===== src/hw/gpio_mux_pkg.sv =====
// Constants shared by the port block: register map, field positions, resets
package gpio_mux_pkg;
    // Bus shape
    localparam int WB_DATA_W = 32;
    localparam int WB_ADDR_W = 12;
    localparam int WB_WORD_SHIFT = 2;
    localparam int MIN_ADDR_W = 10;

    // Register indices; byte address is four times the index
    localparam logic [7:0] PORT_A_DATA = 8'hc0;
    localparam logic [7:0] PORT_A_DIR = 8'hc1;
    localparam logic [7:0] PORT_B_DATA = 8'hc2;
    localparam logic [7:0] PORT_B_DIR = 8'hc3;
    localparam logic [7:0] PORT_C_DATA = 8'hc4;
    localparam logic [7:0] PORT_C_DIR = 8'hc5;
    localparam logic [7:0] PORT_D_DATA = 8'hc6;
    localparam logic [7:0] PORT_D_DIR = 8'hc7;
    localparam logic [7:0] PORT_E_DATA = 8'hc8;
    localparam logic [7:0] PORT_E_DIR = 8'hc9;
    localparam logic [7:0] PORT_F_DATA = 8'hca;
    localparam logic [7:0] PORT_F_DIR = 8'hcb;
    localparam logic [7:0] PORT_G_DATA = 8'hcc;
    localparam logic [7:0] PORT_G_DIR = 8'hcd;
    localparam logic [7:0] PORT_H_DATA = 8'hce;
    localparam logic [7:0] PORT_H_DIR = 8'hcf;
    localparam logic [7:0] PORT_A_ALTSEL = 8'hf4;
    localparam logic [7:0] PORT_E_ALTSEL = 8'hf5;
    localparam logic [7:0] PORT_F_ALTSEL = 8'hf6;
    localparam logic [7:0] PORT_G_ALTSEL = 8'hf7;
    localparam logic [7:0] PORT_H_ALTSEL = 8'hf8;
    localparam int PORT_COUNT = 8;
    localparam int ALTSEL_COUNT = 5;

    // Port numbering inside the block
    localparam int PA = 0;
    localparam int PB = 1;
    localparam int PC = 2;
    localparam int PD = 3;
    localparam int PE = 4;
    localparam int PF = 5;
    localparam int PG = 6;
    localparam int PH = 7;

    // Alternate select register numbering
    localparam int SEL_A = 0;
    localparam int SEL_E = 1;
    localparam int SEL_F = 2;
    localparam int SEL_G = 3;
    localparam int SEL_H = 4;

    // Implemented bits of each port
    localparam logic [7:0] MASK_8 = 8'hff;
    localparam logic [7:0] MASK_6 = 8'h3f;
    localparam logic [7:0] MASK_4 = 8'h0f;

    // Field positions
    localparam int A_BUZZER_BIT = 3;
    localparam int A_EVENT_BIT = 2;
    localparam int A_IRQ1_BIT = 1;
    localparam int A_IRQ0_BIT = 0;
    localparam int E_TIMER0_BIT = 0;
    localparam int F_PULSE_BIT = 6;
    localparam int F_SDO_BIT = 5;
    localparam int F_SDI_BIT = 4;
    localparam int F_SCK_BIT = 3;
    localparam int ANALOG_COUNT = 12;
    localparam int ANALOG_HIGH_BASE = 8;

    // Reset values
    localparam logic [7:0] LATCH_RESET = 8'h00;
    localparam logic [7:0] DIR_RESET = 8'h00;
    localparam logic [7:0] ALTSEL_RESET = 8'h00;

    // Implemented width mask of a port
    function automatic logic [7:0] port_mask(input int p);
        if (p == PD) begin
            return MASK_6;
        end
        if (p == PE || p == PH) begin
            return MASK_4;
        end
        return MASK_8;
    endfunction
endpackage


===== src/hw/gpio_ports_with_alt_function_mux.sv =====
// GPIO port block with data, direction and alternate function selection
`timescale 1ns/1ps
`default_nettype none

module gpio_ports_with_alt_function_mux #(
    parameter int ADDR_W = gpio_mux_pkg::WB_ADDR_W
) (
    // Clock and reset
    input wire logic i_core_clk,
    input wire logic i_rstn,
    // Wishbone slave
    input wire logic i_wb_cyc,
    input wire logic i_wb_stb,
    input wire logic i_wb_we,
    input wire logic [ADDR_W-1:0] i_wb_adr,
    input wire logic [3:0] i_wb_sel,
    input wire logic [31:0] i_wb_dat,
    output logic [31:0] o_wb_dat,
    output logic o_wb_ack,
    // Port pins
    input wire logic [7:0] i_port_a_pin,
    output logic [7:0] o_port_a_out,
    output logic [7:0] o_port_a_oe,
    input wire logic [7:0] i_port_b_pin,
    output logic [7:0] o_port_b_out,
    output logic [7:0] o_port_b_oe,
    input wire logic [7:0] i_port_c_pin,
    output logic [7:0] o_port_c_out,
    output logic [7:0] o_port_c_oe,
    input wire logic [5:0] i_port_d_pin,
    output logic [5:0] o_port_d_out,
    output logic [5:0] o_port_d_oe,
    input wire logic [3:0] i_port_e_pin,
    output logic [3:0] o_port_e_out,
    output logic [3:0] o_port_e_oe,
    input wire logic [7:0] i_port_f_pin,
    output logic [7:0] o_port_f_out,
    output logic [7:0] o_port_f_oe,
    input wire logic [7:0] i_port_g_pin,
    output logic [7:0] o_port_g_out,
    output logic [7:0] o_port_g_oe,
    input wire logic [3:0] i_port_h_pin,
    output logic [3:0] o_port_h_out,
    output logic [3:0] o_port_h_oe,
    // Peripheral outputs to pins
    input wire logic i_buzzer_output,
    input wire logic i_timer_zero_compare_out,
    input wire logic i_pulse_width_out,
    input wire logic i_timer_one_compare_out,
    input wire logic i_pulse_width_mode,
    input wire logic i_spi_serial_data_out,
    input wire logic i_spi_clock_out,
    // Pin levels to peripherals
    output logic o_event_count_input,
    output logic o_ext_irq_zero_input,
    output logic o_ext_irq_one_input,
    output logic o_spi_serial_data_in,
    output logic o_spi_clock_in,
    output logic o_spi_clock_is_input,
    // Analog channel routing
    input wire logic [3:0] i_converter_channel_code,
    output logic [11:0] o_analog_enable,
    output logic [11:0] o_analog_select,
    // Divided main clock
    input wire logic i_main_osc_input,
    output logic o_main_clk_half
);

    // Address space must reach the top register
    if (ADDR_W < gpio_mux_pkg::MIN_ADDR_W) begin : g_addr_check
        $error("ADDR_W too small for the register map");
    end

    // Register storage
    logic [7:0] latch [0:gpio_mux_pkg::PORT_COUNT-1];
    logic [7:0] dir [0:gpio_mux_pkg::PORT_COUNT-1];
    logic [7:0] altsel [0:gpio_mux_pkg::ALTSEL_COUNT-1];
    logic [7:0] pin_in [0:gpio_mux_pkg::PORT_COUNT-1];
    logic [7:0] drv_mask [0:gpio_mux_pkg::PORT_COUNT-1];
    logic [7:0] in_mask [0:gpio_mux_pkg::PORT_COUNT-1];
    logic [7:0] alt_val [0:gpio_mux_pkg::PORT_COUNT-1];
    logic [7:0] pin_out [0:gpio_mux_pkg::PORT_COUNT-1];
    logic [7:0] pin_oe [0:gpio_mux_pkg::PORT_COUNT-1];
    logic osc_seen;

    // Widen pin inputs to a common byte
    assign pin_in[gpio_mux_pkg::PA] = i_port_a_pin;
    assign pin_in[gpio_mux_pkg::PB] = i_port_b_pin;
    assign pin_in[gpio_mux_pkg::PC] = i_port_c_pin;
    assign pin_in[gpio_mux_pkg::PD] = {2'h0, i_port_d_pin};
    assign pin_in[gpio_mux_pkg::PE] = {4'h0, i_port_e_pin};
    assign pin_in[gpio_mux_pkg::PF] = i_port_f_pin;
    assign pin_in[gpio_mux_pkg::PG] = i_port_g_pin;
    assign pin_in[gpio_mux_pkg::PH] = {4'h0, i_port_h_pin};

    // Bus decode
    wire [7:0] reg_idx = i_wb_adr[gpio_mux_pkg::WB_WORD_SHIFT +: 8];
    wire addr_high_zero = (i_wb_adr >> (gpio_mux_pkg::WB_WORD_SHIFT + 8)) == '0;
    wire bus_req = i_wb_cyc & i_wb_stb & ~o_wb_ack;
    wire bus_wr = bus_req & i_wb_we & i_wb_sel[0] & addr_high_zero;
    wire [7:0] wr_byte = i_wb_dat[7:0];
    wire in_port_range = addr_high_zero && reg_idx >= gpio_mux_pkg::PORT_A_DATA
        && reg_idx <= gpio_mux_pkg::PORT_H_DIR;
    wire in_sel_range = addr_high_zero && reg_idx >= gpio_mux_pkg::PORT_A_ALTSEL
        && reg_idx <= gpio_mux_pkg::PORT_H_ALTSEL;
    wire [7:0] port_off = reg_idx - gpio_mux_pkg::PORT_A_DATA;
    wire [7:0] sel_off = reg_idx - gpio_mux_pkg::PORT_A_ALTSEL;
    wire [2:0] port_num = port_off[3:1];
    wire is_dir = port_off[0];

    // Read selection: data reads sample pins, not the latch
    wire [7:0] port_rd = is_dir ? dir[port_num] : pin_in[port_num];
    wire [7:0] rd_byte = in_port_range ? (port_rd & gpio_mux_pkg::port_mask(int'(port_num)))
        : in_sel_range ? altsel[sel_off[2:0]] : 8'h00;

    // Bus answer, one cycle after the request; unmapped reads return zero
    always_ff @(posedge i_core_clk or negedge i_rstn) begin
        if (!i_rstn) begin
            o_wb_ack <= 1'h0;
            o_wb_dat <= 32'h0;
        end else begin
            o_wb_ack <= bus_req;
            if (bus_req) begin
                o_wb_dat <= {24'h0, rd_byte};
            end
        end
    end

    // Latch and direction registers, one pair per port at adjacent indices
    always_ff @(posedge i_core_clk or negedge i_rstn) begin
        if (!i_rstn) begin
            for (int p = 0; p < gpio_mux_pkg::PORT_COUNT; p++) begin
                latch[p] <= gpio_mux_pkg::LATCH_RESET;
                dir[p] <= gpio_mux_pkg::DIR_RESET;
            end
        end else if (bus_wr && in_port_range) begin
            for (int p = 0; p < gpio_mux_pkg::PORT_COUNT; p++) begin
                if (int'(port_num) == p && !is_dir) begin
                    latch[p] <= wr_byte & gpio_mux_pkg::port_mask(p);
                end
                if (int'(port_num) == p && is_dir) begin
                    dir[p] <= wr_byte & gpio_mux_pkg::port_mask(p);
                end
            end
        end
    end

    // Alternate function select registers
    always_ff @(posedge i_core_clk or negedge i_rstn) begin
        if (!i_rstn) begin
            for (int s = 0; s < gpio_mux_pkg::ALTSEL_COUNT; s++) begin
                altsel[s] <= gpio_mux_pkg::ALTSEL_RESET;
            end
        end else if (bus_wr && in_sel_range) begin
            for (int s = 0; s < gpio_mux_pkg::ALTSEL_COUNT; s++) begin
                if (int'(sel_off) == s) begin
                    altsel[s] <= wr_byte;
                end
            end
        end
    end

    // Shorthand for the select registers
    wire [7:0] sel_a = altsel[gpio_mux_pkg::SEL_A];
    wire [7:0] sel_e = altsel[gpio_mux_pkg::SEL_E];
    wire [7:0] sel_f = altsel[gpio_mux_pkg::SEL_F];
    wire [7:0] sel_g = altsel[gpio_mux_pkg::SEL_G];
    wire [7:0] sel_h = altsel[gpio_mux_pkg::SEL_H];
    wire sck_sel = sel_f[gpio_mux_pkg::F_SCK_BIT];
    wire sck_dir = dir[gpio_mux_pkg::PF][gpio_mux_pkg::F_SCK_BIT];
    wire pulse_src = i_pulse_width_mode ? i_pulse_width_out : i_timer_one_compare_out;

    // Port A: buzzer drives, event and interrupt pins are forced inputs
    assign drv_mask[gpio_mux_pkg::PA] = {4'h0, sel_a[gpio_mux_pkg::A_BUZZER_BIT], 3'h0};
    assign in_mask[gpio_mux_pkg::PA] = {5'h0, sel_a[2:0]};
    assign alt_val[gpio_mux_pkg::PA] = {4'h0, i_buzzer_output, 3'h0};

    // Ports B, C, D: plain I/O
    assign drv_mask[gpio_mux_pkg::PB] = 8'h00;
    assign in_mask[gpio_mux_pkg::PB] = 8'h00;
    assign alt_val[gpio_mux_pkg::PB] = 8'h00;
    assign drv_mask[gpio_mux_pkg::PC] = 8'h00;
    assign in_mask[gpio_mux_pkg::PC] = 8'h00;
    assign alt_val[gpio_mux_pkg::PC] = 8'h00;
    assign drv_mask[gpio_mux_pkg::PD] = 8'h00;
    assign in_mask[gpio_mux_pkg::PD] = 8'h00;
    assign alt_val[gpio_mux_pkg::PD] = 8'h00;

    // Port E: timer zero compare on pin zero
    assign drv_mask[gpio_mux_pkg::PE] = {7'h0, sel_e[gpio_mux_pkg::E_TIMER0_BIT]};
    assign in_mask[gpio_mux_pkg::PE] = 8'h00;
    assign alt_val[gpio_mux_pkg::PE] = {7'h0, i_timer_zero_compare_out};

    // Port F: pulse/timer out, SPI pins; clock role set by its direction bit
    assign drv_mask[gpio_mux_pkg::PF] = {1'h0, sel_f[gpio_mux_pkg::F_PULSE_BIT],
        sel_f[gpio_mux_pkg::F_SDO_BIT], 1'h0, sck_sel & ~sck_dir, 3'h0};
    assign in_mask[gpio_mux_pkg::PF] = {3'h0, sel_f[gpio_mux_pkg::F_SDI_BIT],
        sck_sel & sck_dir, 3'h0};
    assign alt_val[gpio_mux_pkg::PF] = {1'h0, pulse_src, i_spi_serial_data_out, 1'h0,
        i_spi_clock_out, 3'h0};

    // Ports G and H: analog inputs, never driven while selected
    assign drv_mask[gpio_mux_pkg::PG] = 8'h00;
    assign in_mask[gpio_mux_pkg::PG] = sel_g;
    assign alt_val[gpio_mux_pkg::PG] = 8'h00;
    assign drv_mask[gpio_mux_pkg::PH] = 8'h00;
    assign in_mask[gpio_mux_pkg::PH] = {4'h0, sel_h[3:0]};
    assign alt_val[gpio_mux_pkg::PH] = 8'h00;

    // Pin drive: latch where direction is one, alternate value where forced
    for (genvar p = 0; p < gpio_mux_pkg::PORT_COUNT; p++) begin : g_pin
        assign pin_out[p] = ((latch[p] & ~drv_mask[p]) | (alt_val[p] & drv_mask[p]))
            & gpio_mux_pkg::port_mask(p);
        assign pin_oe[p] = ((dir[p] & ~in_mask[p] & ~drv_mask[p]) | drv_mask[p])
            & gpio_mux_pkg::port_mask(p);
    end

    // Pin outputs
    assign o_port_a_out = pin_out[gpio_mux_pkg::PA];
    assign o_port_a_oe = pin_oe[gpio_mux_pkg::PA];
    assign o_port_b_out = pin_out[gpio_mux_pkg::PB];
    assign o_port_b_oe = pin_oe[gpio_mux_pkg::PB];
    assign o_port_c_out = pin_out[gpio_mux_pkg::PC];
    assign o_port_c_oe = pin_oe[gpio_mux_pkg::PC];
    assign o_port_d_out = pin_out[gpio_mux_pkg::PD][5:0];
    assign o_port_d_oe = pin_oe[gpio_mux_pkg::PD][5:0];
    assign o_port_e_out = pin_out[gpio_mux_pkg::PE][3:0];
    assign o_port_e_oe = pin_oe[gpio_mux_pkg::PE][3:0];
    assign o_port_f_out = pin_out[gpio_mux_pkg::PF];
    assign o_port_f_oe = pin_oe[gpio_mux_pkg::PF];
    assign o_port_g_out = pin_out[gpio_mux_pkg::PG];
    assign o_port_g_oe = pin_oe[gpio_mux_pkg::PG];
    assign o_port_h_out = pin_out[gpio_mux_pkg::PH][3:0];
    assign o_port_h_oe = pin_oe[gpio_mux_pkg::PH][3:0];

    // Analog channel enables and the channel picked by the converter code
    wire [11:0] next_analog_enable = {sel_h[3:0], sel_g};
    logic [11:0] next_analog_select;
    always_comb begin
        next_analog_select = 12'h000;
        for (int n = 0; n < gpio_mux_pkg::ANALOG_COUNT; n++) begin
            next_analog_select[n] = next_analog_enable[n]
                && (int'(i_converter_channel_code) == n);
        end
    end

    // Pin levels handed to peripherals, zero unless the function is selected
    always_ff @(posedge i_core_clk or negedge i_rstn) begin
        if (!i_rstn) begin
            o_event_count_input <= 1'h0;
            o_ext_irq_zero_input <= 1'h0;
            o_ext_irq_one_input <= 1'h0;
            o_spi_serial_data_in <= 1'h0;
            o_spi_clock_in <= 1'h0;
            o_spi_clock_is_input <= 1'h0;
            o_analog_enable <= 12'h000;
            o_analog_select <= 12'h000;
        end else begin
            o_event_count_input <= sel_a[gpio_mux_pkg::A_EVENT_BIT] & i_port_a_pin[2];
            o_ext_irq_zero_input <= sel_a[gpio_mux_pkg::A_IRQ0_BIT] & i_port_a_pin[0];
            o_ext_irq_one_input <= sel_a[gpio_mux_pkg::A_IRQ1_BIT] & i_port_a_pin[1];
            o_spi_serial_data_in <= sel_f[gpio_mux_pkg::F_SDI_BIT] & i_port_f_pin[4];
            o_spi_clock_in <= sck_sel & sck_dir & i_port_f_pin[3];
            o_spi_clock_is_input <= sck_sel & sck_dir;
            o_analog_enable <= next_analog_enable;
            o_analog_select <= next_analog_select;
        end
    end

    // Divide-by-two of the oscillator input, edge found on the core clock
    always_ff @(posedge i_core_clk or negedge i_rstn) begin
        if (!i_rstn) begin
            osc_seen <= 1'h0;
            o_main_clk_half <= 1'h0;
        end else begin
            osc_seen <= i_main_osc_input;
            if (i_main_osc_input && !osc_seen) begin
                o_main_clk_half <= ~o_main_clk_half;
            end
        end
    end

endmodule

`default_nettype wire


===== config.mk =====
export PLATFORM = sky130hd
export DESIGN_NAME = gpio_ports_with_alt_function_mux
export DESIGN_NICKNAME = d
export VERILOG_FILES = /design/src/hw/gpio_mux_pkg.sv /design/src/hw/gpio_ports_with_alt_function_mux.sv
export SDC_FILE = /design/constraint.sdc
export NUM_CORES = 1
export LEC_CHECK = 0
export ABC_AREA = 0
export BUFFER_PORTS_ARGS = -buffer_cell sky130_fd_sc_hd__buf_2
export CAP_MARGIN = 5
export CORE_MARGIN = 2
export CORE_UTILIZATION = 49
export CTS_CLUSTER_DIAMETER = 50
export DETAILED_ROUTE_END_ITERATION = 10
export PLACE_DENSITY = 0.77
export SYNTH_ARGS = -nofsm -noshare
export SYNTH_HDL_FRONTEND = slang
export SYNTH_SLANG_ARGS = --single-unit
export TNS_END_PERCENT = 1

===== constraint.sdc =====
create_clock -name i_core_clk -period 2.7 [get_ports i_core_clk]
set_input_delay 0.54 -clock i_core_clk [delete_from_list [all_inputs] [get_ports i_core_clk]]
set_output_delay 0.54 -clock i_core_clk [all_outputs]
set_load 0.03 [all_outputs]

Word level (Yosys, flattened, before mapping)
Cells that the tools add are included.

word-level totals
  output and inout port bits = 172
  flip-flop bits (word level) = 199
  logic and storage cells = 217
  input port bits = 119

cells by class
  equal/unequal tests = 22
  bitwise operators = 50
  add/subtract/negate cells = 2
  reductions and logical operators = 63
  multiplexer cells = 41
  order comparisons = 6

operator list
  kind                                                             count
  8-bit 2-to-1 mux                                                 22
  8-bit bitwise AND                                                11
  8-bit binary-select mux with 3-bit select                        3
  2-bit AND reduction                                              21
  1-bit logical AND                                                35
  4-bit == test, second input constant                             8
  4-bit bitwise AND                                                6
  8-bit by 3-bit == test with 1-bit output, second input constant  2
  8-bit >= comparator, second input constant                       2
  8-bit <= comparator, second input constant                       2
  4-bit 2-to-1 mux                                                 4
  8-bit by 4-bit OR with 8-bit output                              2
  8-bit by 7-bit OR with 8-bit output                              2
  1-bit bitwise AND                                                13
  3-bit == test, second input constant                             4
  12-bit zero test                                                 1
  6-bit 2-to-1 mux                                                 2
  1-bit 2-to-1 mux                                                 10
  4-bit by 3-bit == test with 1-bit output, second input constant  2
  8-bit by 2-bit == test with 1-bit output, second input constant  1
  8-bit by 4-bit == test with 1-bit output, second input constant  1
  4-bit >= comparator, second input constant                       2
  8-bit zero test                                                  1
  3-bit NOT with 4-bit output                                      2
  other kinds (20)                                                 25

Longest topological paths before layout
  depth after elaboration = 11
  depth in mapped cells = 8
  gate-level depth less buffers = 5

Worst setup path before layout
Ideal clock, no wire load.

  kind = input -> register
  start = input i_wb_adr[4]
  end = register altsel (netlist bit sel_h[4])
  path buffers = 2
  path slack = 237 ps
  data required time = 2575 ps
  library setup time = 125 ps
  arrival time = 2338 ps
  stages on the path = 6
  path through = buf_2 or4b_4 a2111oi_4 and4_1 buf_4 mux2_2

between the ends
  cells in the longest elaborated chain, start to end = 5
  elaborated cells on any way between the ends = 8
  classes of those cells = add/sub (1); order compare (2); eq/ne (1); reduce/logical (4)

ends and longest elaborated chain
  item                                                                      RTL line                                 RTL
  from (decl)                                                               gpio_ports_with_alt_function_mux.sv:15   input wire logic [ADDR_W-1:0] i_wb_adr,
  parallel branches: the longest is 4 deep, another holds 8-bit subtractor  --
  2-bit AND reduction (no line) *                                           --
  to (signal, indexed assignment)                                           gpio_ports_with_alt_function_mux.sv:152  altsel[s] <= gpio_mux_pkg::ALTSEL_RESET;
  to (signal, indexed assignment)                                           gpio_ports_with_alt_function_mux.sv:157  altsel[s] <= wr_byte;
  to (decl)                                                                 gpio_ports_with_alt_function_mux.sv:77   logic [7:0] altsel [0:gpio_mux_pkg::ALTSEL_COUNT-1];

Every way passes the cells marked *.
A chain may end at the register's enable or synchronous reset.

Final worst setup path
  start = input i_wb_adr[4]
  end = register altsel (netlist bit sel_a[2])

between the ends
  cells in the longest elaborated chain, start to end = 5
  elaborated cells on any way between the ends = 8
  classes of those cells = add/sub (1); order compare (2); reduce/logical (5)

ends and longest elaborated chain
  item
  parallel branches: the longest is 4 deep, another holds 8-bit subtractor
  2-bit AND reduction (no line) *

Marks and branches as above.

==> results.rst <==
.. list-table::
   :header-rows: 1

   * - Metric
     - Value
   * - Ratio of final minimum period to clock period
     - between 80% and 90%
   * - Number of hold buffers added after CTS
     - 0
   * - Share of total power consumed by net switching
     - 25.47%
   * - Buffer count from post-CTS setup fixing
     - 0
   * - Met2 GRT Util
     - 41.88%
   * - Post-route minimum period
     - 2245 ps
   * - Nature of the critical path endpoint
     - flip-flop
   * - Required time of the worst setup path
     - 3010 ps
   * - GRT Resource Usage Total
     - approximately 25%
   * - Post-synthesis sequential area ratio
     - between 40% and 50%
   * - Die X-Extent
     - ~140 um
   * - Die Span Y
     - roughly 140 um
   * - Leading cell types in the layout, fill and taps excluded
     - 236 x sky130_fd_sc_hd__buf_2, 189 x sky130_fd_sc_hd__dfrtp_1, 160 x sky130_fd_sc_hd__mux2_2
   * - Worst-path maximum fanout
     - 43
   * - Global routing met3 resource utilization
     - 5.465%
   * - Initial Util
     - ~50%
   * - Max Cap Violations
     - 0
   * - Peak per-stage delay on the critical path
     - just over 500 ps
   * - Via count of the first global-routing pass
     - ~6600
   * - Number of H-tree levels
     - 4
   * - Pin count of the biggest net entering global routing
     - a little under 70
   * - Post-DP HPWL
     - 19.31 mm
   * - Routed length per placed instance
     - roughly 21 um
   * - Dominant synthesized flop cell
     - sky130_fd_sc_hd__dfrtp_1
   * - Met1 routing resource usage after global routing
     - 32.58%
   * - Final wirelength
     - around 26 mm
   * - Syn Std Cell Area
     - 9535 um2
   * - RSZ-0062 raised after global routing
     - false
   * - Via count
     - ~6700
   * - Final weighted congestion of routability-driven global placement
     - between 0.9 and 1
   * - Resized Gates After CTS
     - 0
   * - I/O Pins
     - 291
   * - Number of placement rows
     - 51
   * - Die Area
     - a little over 20000 um2
   * - Count of warnings emitted by yosys
     - 0
   * - Hold Fails Final Rpt
     - 0
   * - Critical Path, Cell by Cell
     - buf_2 -> buf_12 -> nand2b_1 -> a2111oi_4 -> and3_1 -> mux2_2
   * - Post-DRT Antenna Nets
     - 0
   * - Largest voltage drop on the vdd net
     - roughly 0.00045 V
   * - Crit path DAT
     - between 2000 and 3000 ps
   * - I/O Buffers
     - about 240
   * - Slowest-stage cell, CP
     - sky130_fd_sc_hd__and3_1
   * - Cell types occupying the most area after synthesis
     - sky130_fd_sc_hd__dfrtp_1 50%, sky130_fd_sc_hd__mux2_2 19%, sky130_fd_sc_hd__buf_4 8.5%
   * - Least-Margin Pin Slew
     - a little over 700 ps
   * - Clock Sinks
     - roughly 190
   * - Cts bufs inserted
     - 17
   * - Grt peak-use layer
     - met2
   * - Avg Synthesized Cell Area
     - between 10 and 15 um2
   * - Relative contribution of the clock network to total power
     - between 40% and 50%
   * - Most common cell after layout, fill and taps aside
     - sky130_fd_sc_hd__buf_2
   * - Startpoint of the lowest-slack register-to-register path
     - o_wb_ack
   * - Max-slew headroom at the worst pin
     - between 50% and 60%
   * - Origin of the worst setup path
     - i_wb_adr[4]
   * - Number of antenna violations at the first check in global routing
     - 2
   * - Global-route wire length before repair
     - 38.55 mm
   * - Path category of the worst min-delay check
     - in2async
   * - Core area
     - 19270 um2
   * - Via density
     - 5.514
   * - Yosys reg bits
     - about 190
   * - Post-Syn Instances
     - about 760
   * - Type of origin of the critical path
     - input pin
   * - 1st-iter DRT viols
     - 516
   * - Post-route DRC
     - 0
   * - Synth async-reset ratio
     - 100.0%
   * - Top achievable clock speed
     - around 450 MHz
   * - Power share of the combinational group
     - around 8.6%
   * - Clock transition at the register clock pins on the worst setup and hold paths after CTS
     - around 70 ps
   * - TritonCTS clock tree
     - built
   * - Outcome
     - completed
   * - Accumulated negative setup slack
     - 0 ps
   * - Sequential share of power
     - around half
   * - Layout fillers
     - between 1500 and 2000
   * - Number of diodes added for antenna fixing
     - 0
   * - PwrDens
     - between 500 and 600 nW/um2
   * - Count of distinct cell types in the synthesized netlist
     - between 50 and 60
   * - Number of nets in the layout
     - about 1100
   * - Portion of synthesized cell area occupied by the leading cell type
     - about half
   * - Leakage power
     - around 0.0060 uW
   * - Source-to-sink clock delay at the later pin of the worst-skew pair
     - 430 ps
   * - CTS max path bufs
     - 2
   * - Post-synth top area cell
     - sky130_fd_sc_hd__dfrtp_1
   * - Number of enable-type register cells in the synthesized netlist
     - 0
   * - Detailed-routing iteration count for the pre-antenna-repair pass
     - 5
   * - Grt total ovfl
     - 0
   * - Crit path kind
     - in2reg
   * - Final number of max-transition violations
     - 0
   * - CTS root buffer
     - sky130_fd_sc_hd__clkbuf_16
   * - Worst Skew
     - between 10 and 15 ps
   * - Switching pwr
     - around 1500 uW
   * - Post-synthesis to final-layout area growth
     - 16.00%
   * - Internal power summed over all cells
     - approximately 4300 uW
   * - Number of endpoints failing setup at the final stage
     - 0
   * - Utilization after layout
     - a little under three fifths
   * - Layout cell share with drive strength beyond 1
     - a little over half
## worst paths after layout
kind                                           end  slack (ps)  depth (start not counted)
worst min register to register  o_analog_enable[1]         450                          0
max in group asynchronous          o_port_d_out[3]        1900                          2
worst max-delay path                      sel_a[2]         450                          6
worst max register to register     o_port_b_out[2]         540                          5
min in group i_core_clk                   osc_seen         220                          1
worst min-delay path            o_analog_enable[8]         110                          1
## layer usage
metal  part of all wire, %  vias to the layer above
met3                   7.0                       52
li1                      -                     2964
met1                    41                     3337
met2                    49                      326
met4                   2.9                        4
met5                  0.10                        -
## critical path, delay by kind of cell
family | cells | cell delay [ps]
buf+inv | 2 | 440
compound gates | 1 | 460
mux | 1 | 400
simple gates | 2 | 690
## Yosys cell counts (8+ instances only)
| cell | number |
|---|---|
| sky130_fd_sc_hd__buf_4 | 108 |
| sky130_fd_sc_hd__nor2b_1 | 23 |
| sky130_fd_sc_hd__nand2_1 | 23 |
| sky130_fd_sc_hd__and3_1 | 9 |
| sky130_fd_sc_hd__nor2_1 | 19 |
| sky130_fd_sc_hd__mux4_2 | 8 |
| sky130_fd_sc_hd__mux2_2 | 160 |
| sky130_fd_sc_hd__a221o_1 | 9 |
| sky130_fd_sc_hd__buf_2 | 8 |
| sky130_fd_sc_hd__dfrtp_1 | 189 |
| sky130_fd_sc_hd__mux2i_1 | 29 |
| sky130_fd_sc_hd__a21oi_1 | 12 |
| sky130_fd_sc_hd__nand3_1 | 11 |
| sky130_fd_sc_hd__clkbuf_1 | 23 |
| sky130_fd_sc_hd__o211ai_1 | 8 |
## power groups by stage
stage | clock, uW | sequential [uW] | combinational (uW)
floorplan | 0 | 2920 | 260
global placement | 0 | 2900 | 483
detailed placement | 0 | 2900 | 488
CTS | 2420 | 2850 | 491
global route | 2530 | 2850 | 530
finish | 2380 | 2850 | 491
## flip-flops by register name (all words and copies together) (netlist names), 4 cells and up
signal,flops
o_port_d_oe,6
latch,20
o_port_b_oe,8
o_port_g_out,8
sel_h,8
o_port_c_out,8
o_analog_enable,12
dir,32
o_port_c_oe,8
sel_a,8
o_port_b_out,8
o_port_h_out,4
o_analog_select,12
o_wb_dat,8
sel_g,8
o_port_d_out,6
sel_f,8
sel_e,8
## through the flow
step                      area (um2)  power, uW  cells  hold slack (ps)  setup WS [ps]
after floorplan                 9622       3183    785            244.4          236.8
after global placement         10500       3387   1180            431.9          104.9
after detailed placement       10500       3392   1180            442.5          32.82
after CTS                      11060       5763   1212            129.8          485.2
after global routing           11060       5911   1212            134.7          411.2
final                          11060       5718   1212            109.6          454.9
## cells by family after synthesis
group           share of synthesized area, %
simple gates                           9.749
buf+inv                                10.50
mux                                    23.83
fa+ha+maj                             0.2624
other cells                          0.03933
compound gates                         5.840
flops                                  49.60
xor+xnor                              0.1837
## final cells by class
cell class              instances  area, um2  area share [%]
clock buffers                  22      474.2           4.287
clock inverters                10      82.58          0.7466
inverters                       9      33.78          0.3054
multi-input cells             442       3891           35.18
flip-flops and latches        189       4730           42.76
well taps                     265      331.6           2.998
repair buffers                275       1518           13.72
(Power assumes the default switching activity.)
